## config.mk

```make
export PLATFORM = sky130hd
export DESIGN_NAME = mcd_config
export DESIGN_NICKNAME = d
export VERILOG_FILES = /design/src/hdl/mcd_pkg.sv /design/src/hdl/mcd_debounce.sv /design/src/hdl/mcd_config.sv
export SDC_FILE = /design/constraint.sdc
export NUM_CORES = 1
export LEC_CHECK = 0
export BUFFER_PORTS_ARGS = -buffer_cell sky130_fd_sc_hd__clkbuf_2
export CORE_MARGIN = 10
export CORE_UTILIZATION = 53
export CTS_CLUSTER_SIZE = 10
export DETAILED_ROUTE_END_ITERATION = 7
export PLACE_DENSITY_LB_ADDON = 0.1
export SLEW_MARGIN = 40
export SYNTH_ARGS = -nofsm -noshare
export SYNTH_HDL_FRONTEND = slang
export SYNTH_HIERARCHICAL = 1
export SYNTH_SLANG_ARGS = --single-unit
export TNS_END_PERCENT = 100
```

## constraint.sdc

```tcl
create_clock -name clk -period 3.3 [get_ports clk]
set_clock_uncertainty 0.1 [all_clocks]
set_input_delay 0.165 -clock clk [delete_from_list [all_inputs] [get_ports clk]]
set_output_delay 0.165 -clock clk [all_outputs]
set_load 0.01 [all_outputs]
```

## src/hdl/mcd_pkg.sv

```systemverilog
/*
 * Constants and types of the motion change detector, second configuration stage.
 * Assumes one 10 MHz clock and an asynchronous active-low reset in every user.
 */
`default_nettype none

package mcd_pkg;

   // ---------------------------------------------------------------
   // Register map
   // ---------------------------------------------------------------
   localparam logic [7:0] CFG2_ADDR        = 8'h30;
   localparam logic [7:0] CFG2_RST_GND     = 8'h00;   // Boot pin grounded
   localparam logic [7:0] CFG2_RST_VDD     = 8'hd8;   // Boot pin high, motion selected
   localparam logic [7:0] CFG2_RST_VDD_NOM = 8'h58;   // Boot pin high, no motion select

   // ---------------------------------------------------------------
   // Field positions
   // ---------------------------------------------------------------
   localparam int BIT_ENABLE      = 7;
   localparam int BIT_POLICY_HI   = 6;
   localparam int BIT_POLICY_LO   = 5;
   localparam int BIT_OUT_STYLE   = 4;
   localparam int BIT_WIN_STYLE   = 3;
   localparam int BIT_WIN_COMBINE = 2;
   localparam int BIT_MAGNITUDE   = 1;
   localparam int BIT_RELOAD      = 0;

   // ---------------------------------------------------------------
   // Reference policy codes and timing
   // ---------------------------------------------------------------
   localparam logic [1:0] POLICY_FIRST    = 2'h0;
   localparam logic [1:0] POLICY_HOLD     = 2'h1;
   localparam logic [1:0] POLICY_SLOPE    = 2'h2;
   localparam logic [1:0] POLICY_ABSOLUTE = 2'h3;
   localparam logic [1:0] BOOT_WAIT       = 2'h2;     // Cycles for strap sync to settle
   localparam logic [2:0] AXIS_X_ONLY     = 3'h4;     // Axis mask in magnitude mode

   // Three axes of 12-bit data; x in the top field
   typedef struct packed {
      logic [11:0] x;
      logic [11:0] y;
      logic [11:0] z;
   } mcd_axes_t;

endpackage : mcd_pkg

`default_nettype wire

```

## src/hdl/mcd_debounce.sv

```systemverilog
/*
 * One debounce counter of the change detector, stepped once per output period.
 * Assumes evalPulse is a one-cycle strobe on the same clock.
 */
`timescale 1ns/1ps
`default_nettype none

module mcd_debounce
   import mcd_pkg::*;
(
   // Clock and reset
   input  wire logic       clk,
   input  wire logic       rst_n,
   // Control
   input  wire logic       evalPulse,
   input  wire logic       clearCnt,
   input  wire logic       condition,
   input  wire logic       styleClear,
   input  wire logic [7:0] threshold,
   // Status
   output logic      [7:0] count,
   output logic            eventActive
);

   logic [7:0] cnt_ff;
   logic [7:0] nxt_cnt;
   logic       act_ff;
   logic       nxt_act;

   // ---------------------------------------------------------------
   // Counter step
   // ---------------------------------------------------------------
   // Count up while true, saturating at threshold so decrement-style release takes threshold+1
   always_comb begin
      nxt_cnt = cnt_ff;
      nxt_act = act_ff;
      if (clearCnt) begin
         nxt_cnt = 8'h00;
         nxt_act = 1'b0;
      end else if (evalPulse) begin
         if (condition) begin
            if (cnt_ff < threshold) begin
               nxt_cnt = cnt_ff + 8'h01;
            end
            nxt_act = (nxt_cnt >= threshold) | act_ff;
         end else if (styleClear) begin
            nxt_cnt = 8'h00;
            nxt_act = 1'b0;
         end else if (cnt_ff != 8'h00) begin
            nxt_cnt = cnt_ff - 8'h01;
         end else begin
            nxt_act = 1'b0;
         end
      end
   end

   always_ff @(posedge clk or negedge rst_n) begin
      if (!rst_n) begin
         cnt_ff <= 8'h00;
         act_ff <= 1'b0;
      end else begin
         cnt_ff <= nxt_cnt;
         act_ff <= nxt_act;
      end
   end

   assign count       = cnt_ff;
   assign eventActive = act_ff;

endmodule // mcd_debounce

`default_nettype wire

```

## src/hdl/mcd_config.sv

```systemverilog
/*
 * Second configuration stage of the motion change detector: enable gate,
 * reference policy, debounce control and the axis combine of the results.
 * Assumes threshold comparators, axis enables and count registers outside;
 * sampleValid strobes once per output period with a fresh decimated sample.
 */
// Contract
// - Enable clear gates detector clocks and power
// - Enable set initialises references per policy
// - Enable reset default follows boot pin; the code sets enable only if motionDetectSelect is also high
// - Fixed layout of the configuration fields
// - Policy 00 reloads reference on outside event
// - Policy 01 holds reference until reload
// - Policy 10 reloads reference every period
// - Policy 11 forces zero references
// - Outside decrement style counts down when false
// - Outside release needs count plus one periods
// - Outside clear style zeroes counter when false
// - Within decrement style counts down when false
// - Within release needs count plus one periods
// - Within clear style zeroes counter when false
// - Bit 2 picks AND or OR combine
// - Magnitude mode uses X channel only
// - Reload request self-clears, skipped in absolute
`timescale 1ns/1ps
`default_nettype none

module mcd_config
   import mcd_pkg::*;
(
   // Clock and reset
   input  wire logic       clk,
   input  wire logic       rst_n,
   // Register port
   input  wire logic       regWrite,
   input  wire logic [7:0] regAddr,
   input  wire logic [7:0] regWrData,
   output logic      [7:0] regRdData,
   // Straps and soft reset
   input  wire logic       bootModePin,
   input  wire logic       motionDetectSelect,
   input  wire logic       softReset,
   // Sample stream and comparator results
   input  wire logic       sampleValid,
   input  wire mcd_axes_t  sampleData,
   input  wire logic [2:0] outsideResult,
   input  wire logic [2:0] withinResult,
   input  wire logic [2:0] outsideAxisEnable,
   input  wire logic [2:0] withinAxisEnable,
   input  wire logic [7:0] outsideThreshold,
   input  wire logic [7:0] withinThreshold,
   // Detector state
   output mcd_axes_t       reference,
   output logic            detectorPowerOn,
   output logic            outsideEventActive,
   output logic            withinEventActive,
   output logic      [7:0] outsideDebounceCount,
   output logic      [7:0] withinDebounceCount
);

   // ---------------------------------------------------------------
   // Boot strap capture
   // ---------------------------------------------------------------
   logic       bootMeta_ff;
   logic       bootSync_ff;
   logic [1:0] bootCnt_ff;
   logic [1:0] nxt_bootCnt;
   logic       bootLoad;

   // Strap is a pin: two flops before use
   always_ff @(posedge clk or negedge rst_n) begin
      if (!rst_n) begin
         bootMeta_ff <= 1'b0;
         bootSync_ff <= 1'b0;
      end else begin
         bootMeta_ff <= bootModePin;
         bootSync_ff <= bootMeta_ff;
      end
   end

   // Wait out the synchroniser, then load defaults once; soft reset restarts
   always_comb begin
      nxt_bootCnt = bootCnt_ff;
      if (softReset) begin
         nxt_bootCnt = 2'h0;
      end else if (bootCnt_ff <= BOOT_WAIT) begin
         nxt_bootCnt = bootCnt_ff + 2'h1;
      end
   end
   assign bootLoad = (bootCnt_ff == BOOT_WAIT) & ~softReset;
   always_ff @(posedge clk or negedge rst_n) begin
      if (!rst_n) begin
         bootCnt_ff <= 2'h0;
      end else begin
         bootCnt_ff <= nxt_bootCnt;
      end
   end

   // ---------------------------------------------------------------
   // Configuration register
   // ---------------------------------------------------------------
   logic [7:0] cfg_ff;
   logic [7:0] nxt_cfg;
   logic       enabled;
   logic [1:0] policy;
   logic       evalPulse;
   logic       reloadDone;
   logic       cfgHit;

   assign enabled   = cfg_ff[BIT_ENABLE];
   assign policy    = cfg_ff[BIT_POLICY_HI:BIT_POLICY_LO];
   assign evalPulse = sampleValid & enabled;
   assign cfgHit    = regWrite & (regAddr == CFG2_ADDR);

   // Write wins over the reload self-clear whatever its reload bit, so a new request is never lost
   always_comb begin
      nxt_cfg = cfg_ff;
      if (softReset) begin
         nxt_cfg = CFG2_RST_GND;
      end else if (bootLoad) begin
         if (!bootSync_ff) begin
            nxt_cfg = CFG2_RST_GND;
         end else if (motionDetectSelect) begin
            nxt_cfg = CFG2_RST_VDD;
         end else begin
            nxt_cfg = CFG2_RST_VDD_NOM;
         end
      end else begin
         if (reloadDone) begin
            nxt_cfg[BIT_RELOAD] = 1'b0;
         end
         if (cfgHit) begin
            nxt_cfg = regWrData;
         end
      end
   end

   always_ff @(posedge clk or negedge rst_n) begin
      if (!rst_n) begin
         cfg_ff <= CFG2_RST_GND;
      end else begin
         cfg_ff <= nxt_cfg;
      end
   end
   // Unmapped addresses read as zero
   always_comb begin
      if (regAddr == CFG2_ADDR) begin
         regRdData = cfg_ff;
      end else begin
         regRdData = 8'h00;
      end
   end

   // Clock and power gate of the detector
   assign detectorPowerOn = enabled;

   // ---------------------------------------------------------------
   // Axis combine
   // ---------------------------------------------------------------
   logic [2:0] outMask;
   logic [2:0] winMask;
   logic       outsideCond;
   logic       withinCond;

   // Magnitude lives on the X channel alone
   always_comb begin
      outMask = outsideAxisEnable;
      winMask = withinAxisEnable;
      if (cfg_ff[BIT_MAGNITUDE]) begin
         outMask = outsideAxisEnable & AXIS_X_ONLY;
         winMask = withinAxisEnable & AXIS_X_ONLY;
      end
      outsideCond = |(outsideResult & outMask);
      if (cfg_ff[BIT_WIN_COMBINE]) begin
         withinCond = |(withinResult & winMask);
      end else begin
         withinCond = (winMask != 3'h0) & (&(withinResult | ~winMask));
      end
   end

   // ---------------------------------------------------------------
   // Debounce counters
   // ---------------------------------------------------------------
   logic enRise;
   logic prevEn_ff;
   assign enRise = enabled & ~prevEn_ff;
   always_ff @(posedge clk or negedge rst_n) begin
      if (!rst_n) begin
         prevEn_ff <= 1'b0;
      end else begin
         prevEn_ff <= enabled;
      end
   end

   mcd_debounce outsideDebounce (
      .clk         (clk),
      .rst_n       (rst_n),
      .evalPulse   (evalPulse),
      .clearCnt    (enRise),
      .condition   (outsideCond),
      .styleClear  (cfg_ff[BIT_OUT_STYLE]),
      .threshold   (outsideThreshold),
      .count       (outsideDebounceCount),
      .eventActive (outsideEventActive)
   );
   mcd_debounce withinDebounce (
      .clk         (clk),
      .rst_n       (rst_n),
      .evalPulse   (evalPulse),
      .clearCnt    (enRise),
      .condition   (withinCond),
      .styleClear  (cfg_ff[BIT_WIN_STYLE]),
      .threshold   (withinThreshold),
      .count       (withinDebounceCount),
      .eventActive (withinEventActive)
   );

   // ---------------------------------------------------------------
   // Reference values
   // ---------------------------------------------------------------
   mcd_axes_t ref_ff;
   mcd_axes_t nxt_ref;
   logic      firstPending_ff;
   logic      nxt_firstPending;
   // Updates land after the period's evaluation, so slope mode sees n minus n-1
   always_comb begin
      nxt_ref          = ref_ff;
      nxt_firstPending = firstPending_ff;
      reloadDone       = 1'b0;
      if (enRise) begin
         nxt_firstPending = 1'b1;
      end
      if (enabled && policy == POLICY_ABSOLUTE) begin
         nxt_ref          = '0;
         nxt_firstPending = 1'b0;
         reloadDone       = cfg_ff[BIT_RELOAD] & sampleValid;
      end else if (evalPulse) begin
         if (firstPending_ff || enRise || cfg_ff[BIT_RELOAD]) begin
            nxt_ref          = sampleData;
            nxt_firstPending = 1'b0;
            reloadDone       = cfg_ff[BIT_RELOAD];
         end else if (policy == POLICY_SLOPE) begin
            nxt_ref = sampleData;
         end else if (policy == POLICY_FIRST && outsideEventActive) begin
            nxt_ref = sampleData;
         end
      end
   end

   always_ff @(posedge clk or negedge rst_n) begin
      if (!rst_n) begin
         ref_ff          <= '0;
         firstPending_ff <= 1'b0;
      end else begin
         ref_ff          <= nxt_ref;
         firstPending_ff <= nxt_firstPending;
      end
   end
   assign reference = ref_ff;

   // ---------------------------------------------------------------
   // Checks
   // ---------------------------------------------------------------
   power_gate_a: assert property (@(posedge clk) disable iff (!rst_n)
      !cfg_ff[BIT_ENABLE] |-> (!detectorPowerOn && !evalPulse))
      else $error("detector powered while disabled");
   first_capture_a: assert property (@(posedge clk) disable iff (!rst_n)
      (firstPending_ff && evalPulse && policy != POLICY_ABSOLUTE && !enRise) |=> (reference == $past(sampleData)))
      else $error("first sample not captured");
   boot_default_a: assert property (@(posedge clk) disable iff (!rst_n)
      (bootLoad && !softReset && !bootSync_ff) |=> (cfg_ff == CFG2_RST_GND))
      else $error("boot default wrong");
   hold_ref_a: assert property (@(posedge clk) disable iff (!rst_n)
      (policy == POLICY_HOLD && !firstPending_ff && !cfg_ff[BIT_RELOAD] && !enRise && !softReset && !bootLoad
       && !cfgHit) |=> $stable(reference))
      else $error("held reference moved");
   slope_ref_a: assert property (@(posedge clk) disable iff (!rst_n)
      (evalPulse && policy == POLICY_SLOPE) |=> (reference == $past(sampleData)))
      else $error("slope reference not refreshed");
   absolute_ref_a: assert property (@(posedge clk) disable iff (!rst_n)
      (enabled && policy == POLICY_ABSOLUTE) |=> (reference == '0))
      else $error("absolute reference not zero");
   reload_clear_a: assert property (@(posedge clk) disable iff (!rst_n)
      (cfg_ff[BIT_RELOAD] && evalPulse && !cfgHit && !softReset && !bootLoad) |=> !cfg_ff[BIT_RELOAD])
      else $error("reload request did not self-clear");
   disabled_hold_a: assert property (@(posedge clk) disable iff (!rst_n)
      (!enabled && !prevEn_ff) |=> $stable(outsideDebounceCount) && $stable(withinDebounceCount))
      else $error("counters moved while disabled");
   magnitude_mask_a: assert property (@(posedge clk) disable iff (!rst_n)
      cfg_ff[BIT_MAGNITUDE] |-> (outMask[1:0] == 2'h0) && (winMask[1:0] == 2'h0))
      else $error("non-X axis used in magnitude mode");

endmodule // mcd_config

`default_nettype wire

```

# Word-level counts from Yosys, hierarchy flattened
# Index checks and enable logic that the tools add are counted.
[word_totals]
elab_cells = 120
rom_bits = 0
out_inout_bits = 63
inputBits = 87
ram_bits = 0
regBits = 68
memories = 0
latchBits = 0
[op_classes]
order_cmp = 5
reduce_logical = 24
n_bitwise = 14
n_addsub = 5
muxes = 52
n_mul = 0
div_mod_pow = 0
eq_ne = 6
shift = 0
[op_table]
columns = ["operator", "n"]
rows = [
  ["$mux 8", 24],
  ["$mux 36", 5],
  ["$mux 1", 19],
  ["$add 8x1->8 const B", 2],
  ["$ge 8x8->1", 2],
  ["$lt 8x8->1", 2],
  ["$reduce_bool 4->1", 4],
  ["$reduce_bool 8->1", 2],
  ["$sub 8x1->8 const B", 2],
  ["$reduce_and 2->1", 5],
  ["$eq 8x6->1 const B", 1],
  ["$mux 2", 4],
  ["$ne 4x4->1 const B", 2],
  ["$and 1x1->1", 6],
  ["$and 3x3->3", 2],
  ["$eq 2x2->1 const B", 3],
  ["$reduce_bool 2->1", 3],
  ["$reduce_bool 3->1", 2],
  ["$reduce_or 3->1", 2],
  ["$not 3->3", 1],
  ["$or 3x3->3", 1],
  ["$reduce_and 3->1", 1],
  ["$add 2x1->2 const B", 1],
  ["$le 2x2->1 const B", 1],
  ["other kinds (5)", 9],
]

# Depth between registers and ports, before layout
# Gate-level depths: netlist of run 1.
[depth]
depth_word = 14
depth_mapped = 14
mapped_depth_nobuf = 13

# Cells and area by module
# Netlist of run 1, hierarchy kept.
[by_module_without_submodules]
columns = ["mod", "area_each_um2", "cells_per_inst", "seq_area_each_um2", "n_inst"]
rows = [
  ["mcd_debounce", 1268.7, 151, 225.2, 2],
  ["mcd_config", 2417.3, 242, 1251.2, 1],
]

# Worst setup path after synthesis of run 1
# Ideal clock, no wire load.
[synth_timing]
path_type = "reg-to-reg"
from = "register outsideDebounce.cnt_ff[2] (netlist: outsideDebounce/count[2])"
to = "register outsideDebounce.act_ff (netlist: outsideDebounce/eventActive)"
t_required_ps = 3063
synth_period_minus_slack_ps = 2832
path_stages_with_launch = 14
arrival_time_ps = 2596
setup_slack_ps = 468
setup_ps = 137
path_buffers = 1
cell_sequence = "dfrtp_1 -> ha_1 -> a211oi_2 -> o21ai_2 -> a211oi_4 -> buf_6 -> xnor2_1 -> ha_1 -> nand2b_1 -> a21o_1 -> a21oi_1 -> nor2b_1 -> o211ai_1 -> a311oi_1"
[synth_via]
elab_chain_len = 10
word_cells_on_any_way = 14
classes_between = "1 x add/sub; 2 x order compare; 1 x eq/ne; 7 x mux; 1 x bitwise; 2 x reduce/logical"
[synth_lines]
columns = ["element", "line", "source"]
rows = [
  ["start: declaration", "mcd_debounce.sv:25", "logic [7:0] cnt_ff;"],
  ["start signal: assignment", "mcd_debounce.sv:62", "cnt_ff <= nxt_cnt;"],
  ["$add 8x1->8 / $lt 8x8->1 (equally long branches)", "mcd_debounce.sv:43, mcd_debounce.sv:42", ""],
  ["$mux 8", "mcd_debounce.sv:42", "if (cnt_ff < threshold) begin"],
  ["$mux 8", "mcd_debounce.sv:41", "if (condition) begin"],
  ["$mux 8", "mcd_debounce.sv:40", "end else if (evalPulse) begin"],
  ["$mux 8", "mcd_debounce.sv:37", "if (clearCnt) begin"],
  ["$ge 8x8->1", "mcd_debounce.sv:45", "nxt_act = (nxt_cnt >= threshold) | act_ff;"],
  ["$or 1x1->1", "mcd_debounce.sv:45", ""],
  ["$mux 1", "mcd_debounce.sv:41", ""],
  ["$mux 1", "mcd_debounce.sv:40", ""],
  ["$mux 1", "mcd_debounce.sv:37", ""],
  ["end signal: assignment", "mcd_debounce.sv:63", "act_ff <= nxt_act;"],
  ["end: declaration", "mcd_debounce.sv:27", "logic act_ff;"],
]
# Parallel ways exist; a longest one is shown, timed or not. The select of a mux whose other input is x is not followed.
# A chain may end at the register's enable or synchronous reset.

# Final worst setup path of run 1
# Ends and elaborated chain as after synthesis.

==> results.cfg, run 1 <==
[run_status]
status = finished clean

[setup_path]
ff2ff_setup_slack_ns = 0.26
arrival_ns = 3.15
startpoint_type = register
reg2reg_from = outsideDebounce/count[2]$_DFFE_PN0P_
worstSetupEndpointType = register
r2r-end = outsideDebounce/eventActive$_DFFE_PN0P_
cp_max_fo = 7
reg2regPathDepth = 11
worst-setup-path-type = reg -> reg
required_ns = 3.42

[power_and_ir_drop]
power_density_nw_per_um2 = 678
ir_drop_uv = 456
p_leak_nw = 3.35

[clocking]
cts_buffers = 9
ctsLongestPathBuffers = 2
clk_pin_slew_ns = 0.08
clk-insertion-delay-late_ns = 0.34
cts_setup_buffers = 0
cts_max_level = 3
root_buffer = clkbuf_8
cts_tree = done
clock_sinks = 68

[sta]
drv_slew = 0
setup_violations = 0
fmax_mhz = 329
rsz0062_at_grt = no
tightest_slew_ns = 0.615
finalCritPeriodShare_pct = 92.0
whs_ns = 0.0329
finalHoldViolCount = 0
slew_headroom_pct = 59.0
fin_crit_ns = 3.04
tns_ns = 0

[job]
cap_violations = 0

[synth]
synth_flop_cell = dfrtp_1
synth.distinct_cells = 63
synth_edf_count = 0
synth_area_um2 = 4950
yosysSeqAreaShare_pct = 34.3
yosys-top-cells-area = dfrtp_1 34%, ha_1 9.6%, mux2i_1 7.3%
synth_top_area_cell = dfrtp_1
synth.top_cell.area_share_pct = 34.3
yosysWarnings = 6
synthArstFlopShare_pct = 100
synthesis.nets = 669
avgSynthCellArea_um2 = 9.11
syn_inst = 544
ys_ff_latch = 68

[global_routing]
grt_pass1_vias = 4830
grt_start_max_net_pins = 37
met1_usage_pct = 26.4
grt_antenna_before_repair = 0
grt_busiest_layer = met2
met3_usage_pct = 6.11
grt_pass1_wl_um = 23600
grt.total_usage_pct = 21.6
overflow = 0
gr-usage-met2_pct = 36.4

[floorplanning]
ioPinCount = 150
die_area_um2 = 13600
die_h_um = 117
rows = 35
die_w_um = 117
start_util_pct = 54.1
core_um2 = 9150

[route]
drcViolationCount = 0
drt_iter0_markers = 210
vias_per_cell = 5.43
postRouteAntennaNets = 0
routed-via-count = 4667
drt-total-wl_um = 14400
wl_per_cell_um = 16.7
firstDrtPassIters = 6

[cells_and_area]
multi_input_area_um2 = 2820
nets = 869
syn2layout_area_growth_pct = 31.3
drive_above_1_share_pct = 30.3
fill_cells = 706
fin_area_um2 = 6500
seqCellArea_um2 = 1700
diodes = 0

[hold_path]
min_to = cfg_ff[3]$_DFFE_PN0P_
worstHoldStart = regWrData[3]
hold_path.class = in -> reg
whs_path_depth = 3

[place]
place_congestion = 0.901
placement.io_buffers = 149
dp_hpwl_um = 10700
place_area_um2 = 5820
power breakdown:
part	total (W)	leakage (nW)	switching, W	internal, W
registers	0.00133	0.795	0.000208	0.00113
clock network	0.000767	0.102	0.000341	0.000426
logic	0.00231	2.45	0.00128	0.00102
metrics by stage:
step	total power [W]	util, %	instances	worst slack (ns)
floorplan	0.00284	-	544	0.468
global placement	0.00351	63.6	799	0.384
detailed placement	0.00359	63.6	799	0.268
CTS	0.00442	70.8	859	0.267
global route	0.00478	71.1	860	0.0376
finish	0.00441	71.1	860	0.263
registers in the layout (all words and copies together) (netlist names), 2 cells and up:
name                   count
withinDebounce/count       8
bootCnt_ff                 2
cfg_ff                     8
outsideDebounce/count      8
reference                 36
logic make-up after synthesis:
group | count (synthesis) | share of synthesized area [%]
AOI/OAI and AO/OA | 108 | 15.6
xor gates and xnor gates | 17 | 3.01
adders and majority gates | 38 | 9.60
buffers and inverters | 90 | 8.81
DFF | 68 | 34.3
muxes | 38 | 7.73
and+or+nand+nor | 185 | 21.0
synth_stat cells, types with 7 or more instances:
master,n
clkbuf_1,7
a21oi_1,28
ha_1,38
inv_1,61
nand2_1,63
nand2b_1,11
nor3b_1,9
buf_6,9
and3_2,8
dfrtp_1,68
a21o_1,7
xnor2_1,14
mux2i_1,36
a211oi_1,7
o21ai_0,20
nor2_1,34
critical path, stage by stage (launching register included):
cell	delay, ns
dfrtp_1	0.38
ha_1	0.31
a211oi_2	0.27
o21ai_2	0.11
a211oi_4	0.43
buf_4	0.23
nand4_1	0.11
xnor2_1	0.29
ha_1	0.31
and3_1	0.18
o211ai_1	0.09
a311oi_1	0.10
layout by cell type, fill, tap and decap left out, types with 3 or more instances in the layout:
master         netlist  routed
a21o_1               7       7
nor4_4               3       3
and2_1               5       5
and3_2               8       8
nor3_1               6       6
nand3_1              4       4
ha_1                38      38
clkbuf_8             0       9
nand2b_1            11      11
clkbuf_2             2     148
and3_1               6       6
o22ai_1              3       3
xnor2_1             14      14
a31oi_1              3       3
o21ai_0             20      20
nor4_1               4       4
a221oi_1             3       3
mux2i_1             36      36
nand2_1             63      63
inv_1               61      61
nand4_1              5       5
buf_4                6      24
a211oi_1             7       7
dfrtp_1             68      68
o31a_1               3       3
nor3b_1              9       9
nor2_1              34      34
a21oi_4              2       3
xor2_1               3       3
nor2b_1              6       6
nand3_2              3       3
a21oi_1             28      28
dlygate4sd3_1        0      44
metal layers:
metal | share of wire (%) | vias to the layer above
met4 | 1.3 | 0
met1 | 42 | 2221
met3 | 7.6 | 18
met5 | 0 | -
met2 | 50 | 161
li1 | - | 2267
what timing repair did:
action                    4_1_cts  5_1_grt
hold buffers                   44        0
gates resized for setup         0        0
hold endpoints to repair       75        0
final cells by class:
class / instances / share of cell area [%]
multi-input cells: 386 / 43.4
flip-flops and latches: 68 / 26.2
repair buffers: 218 / 21.4
inverters: 61 / 3.52
well taps: 111 / 2.14
clock buffers: 10 / 1.96
clock inverters: 6 / 1.37
worst max path at each step:
stage,from,to,cells after the start
final,outsideDebounce/count[2]$_DFFE_PN0P_,outsideDebounce/eventActive$_DFFE_PN0P_,11
after global routing,outsideDebounce/count[2]$_DFFE_PN0P_,outsideDebounce/eventActive$_DFFE_PN0P_,11
after CTS,outsideDebounce/count[2]$_DFFE_PN0P_,outsideDebounce/eventActive$_DFFE_PN0P_,11
after detailed placement,outsideDebounce/count[2]$_DFFE_PN0P_,outsideDebounce/eventActive$_DFFE_PN0P_,11
after global placement,outsideDebounce/count[2]$_DFFE_PN0P_,outsideDebounce/eventActive$_DFFE_PN0P_,11
after floorplan,outsideDebounce/count[2]$_DFFE_PN0P_,outsideDebounce/eventActive$_DFFE_PN0P_,13
Note: power is estimated with default switching activity, not from simulation.
==> run 2, diff against run 1 <==
- RECOVER_POWER: unset -> 50
==> run 2 against run 1 <==
Effect of this change:
- worst hold slack worse by 0.014 ns
- combinational power down 3%
- count of clock-buffer cells in the layout unchanged
- global-route usage unchanged
==> results.cfg, run 2 (synthesized netlist as in run 1, its figures left out) <==
[run_status]
status = finished clean

[sta]
finalHoldViolCount = 0
fin_crit_ns = 3.04
drv_slew = 0
slew_headroom_pct = 25.2
rsz0062_at_grt = no
tns_ns = 0
setup_violations = 0
tightest_slew_ns = 1.12
fmax_mhz = 329
finalCritPeriodShare_pct = 92.1

[setup_path]
worstSetupEndpointType = register
critPathTopFamily = compound AO/OA/AOI/OAI gates
critPathMaxStageDelay_ns = 0.43
required_ns = 3.42
worst-setup-path-type = reg -> reg
critical_path_buf_inv_count = 1
cp_max_fo = 7
cp_common_cell = ha_1
slowest_stage = a211oi_4
arrival_ns = 3.16
path_cells = ha_1 > a211oi_2 > o21ai_2 > a211oi_4 > buf_4 > nand4_1 > xnor2_1 > ha_1 > and3_1 > o211ai_1 > a311oi_1
startpoint_type = register

[hold_path]
hold_path.class = in -> reg

[route]
drt-total-wl_um = 14300
vias_per_cell = 5.41
drt_iter0_markers = 213
routed-via-count = 4652
wl_per_cell_um = 16.7
firstDrtPassIters = 6
postRouteAntennaNets = 0
drcViolationCount = 0

[cells_and_area]
layout_commonest_cell = clkbuf_2
syn2layout_area_growth_pct = 29.7
multi_input_area_um2 = 2820
fill_cells = 738
drive_above_1_share_pct = 25.0
largest_reg_flops = 36
diodes = 0
fin_area_um2 = 6430
nets = 869
finalNonFillerCells = 860
seqCellArea_um2 = 1700
layout_common_cells = 112 x clkbuf_2, 68 x dfrtp_1, 63 x nand2_1

[place]
placement.io_buffers = 149
place_congestion = 0.901
post-place-cells = 799
place_area_um2 = 5820
dp_hpwl_um = 10700

[power_and_ir_drop]
p_leak_nw = 3.23
pwr-share-clk_pct = 17.6
p_comb_share_pct = 51.8
pwr-share-seq_pct = 30.6
ir_drop_uv = 448
p_sw_w = 0.00183
finalPower_w = 0.00435
power_density_nw_per_um2 = 676
switching_share_pct = 42.0
p_int_w = 0.00252

[floorplanning]
rows = 35
die_w_um = 117
core_um2 = 9150
start_util_pct = 54.1
die_h_um = 117
ioPinCount = 150
die_area_um2 = 13600

[global_routing]
overflow = 0
grt_pass1_vias = 4830
grt_start_max_net_pins = 37
met1_usage_pct = 26.4
grt_antenna_before_repair = 0
grt_busiest_layer = met2
gr-usage-met2_pct = 36.4
grt.total_usage_pct = 21.6
grt_pass1_wl_um = 23600
met3_usage_pct = 6.11

[clocking]
clk_pin_slew_ns = 0.08
cts_buffers = 9
root_buffer = clkbuf_8
cts_tree = done
cts_max_level = 3
ctsLongestPathBuffers = 2
cts_setup_buffers = 0
clock_sinks = 68
clk-insertion-delay-late_ns = 0.34

[job]
cap_violations = 0
-- run 2: power groups by stage --
stage	clock network [W]	logic, W	registers (W)
after floorplan	0	0.00137	0.00147
after global placement	0	0.00218	0.00133
after detailed placement	0	0.00225	0.00134
after CTS	0.000791	0.00230	0.00133
after global routing	0.000825	0.00252	0.00137
final	0.000764	0.00225	0.00133
-- run 2: path summary, 6_finish.rpt --
check                                                     endpoint                            startpoint  slack [ns]  cells after the start
min in group asynchronous                reference[25]$_DFFE_PN0P_                                 rst_n        0.29                      2
min                                          cfg_ff[3]$_DFFE_PN0P_                          regWrData[3]        0.02                      3
min reg2reg                                  bootSync_ff$_DFF_PN0_                 bootMeta_ff$_DFF_PN0_        0.26                      0
max reg2reg                outsideDebounce/eventActive$_DFFE_PN0P_  outsideDebounce/count[2]$_DFFE_PN0P_        0.26                     11
max in group asynchronous     outsideDebounce/count[2]$_DFFE_PN0P_                                 rst_n        0.66                      4
max                        outsideDebounce/eventActive$_DFFE_PN0P_  outsideDebounce/count[2]$_DFFE_PN0P_        0.26                     11
-- run 2: through the flow --
step / hold WS (ns) / util [%] / worst slack (ns)
after global placement: 0.171 / 63.6 / 0.384
after floorplan: -0.231 / - / 0.468
after CTS: 0.00636 / 70.8 / 0.267
after global routing: 0.0448 / 70.2 / 0.0376
after detailed placement: 0.178 / 63.6 / 0.268
final: 0.0189 / 70.2 / 0.261
-- run 2: area by class of cell --
cell class,count,area share [%]
inverter,61,3.56
tap,111,2.16
multi-input combinational,386,43.9
sequential,68,26.5
clock inverter,6,1.38
clock buffer,10,1.99
timing repair buffer,218,20.5
-- run 2: what timing repair did --
item,4_1_cts,5_1_grt
hold buffers,44,0
gates resized for setup,0,0
endpoints found under the setup margin,0,0
endpoints found under the hold margin,75,0
-- run 2: worst min-delay path, delay by kind of cell --
| kind | cells | cell delay (ns) |
|---|---|---|
| buf+inv | 1 | 0.09 |
| simple gates | 1 | 0.09 |
| compound gates | 1 | 0.07 |
-- run 2: routing by layer --
layer | wire length, µm | vias up
met5 | 0 | -
met4 | 180 | 0
met3 | 1080 | 18
met2 | 7170 | 149
met1 | 5910 | 2214
li1 | - | 2271
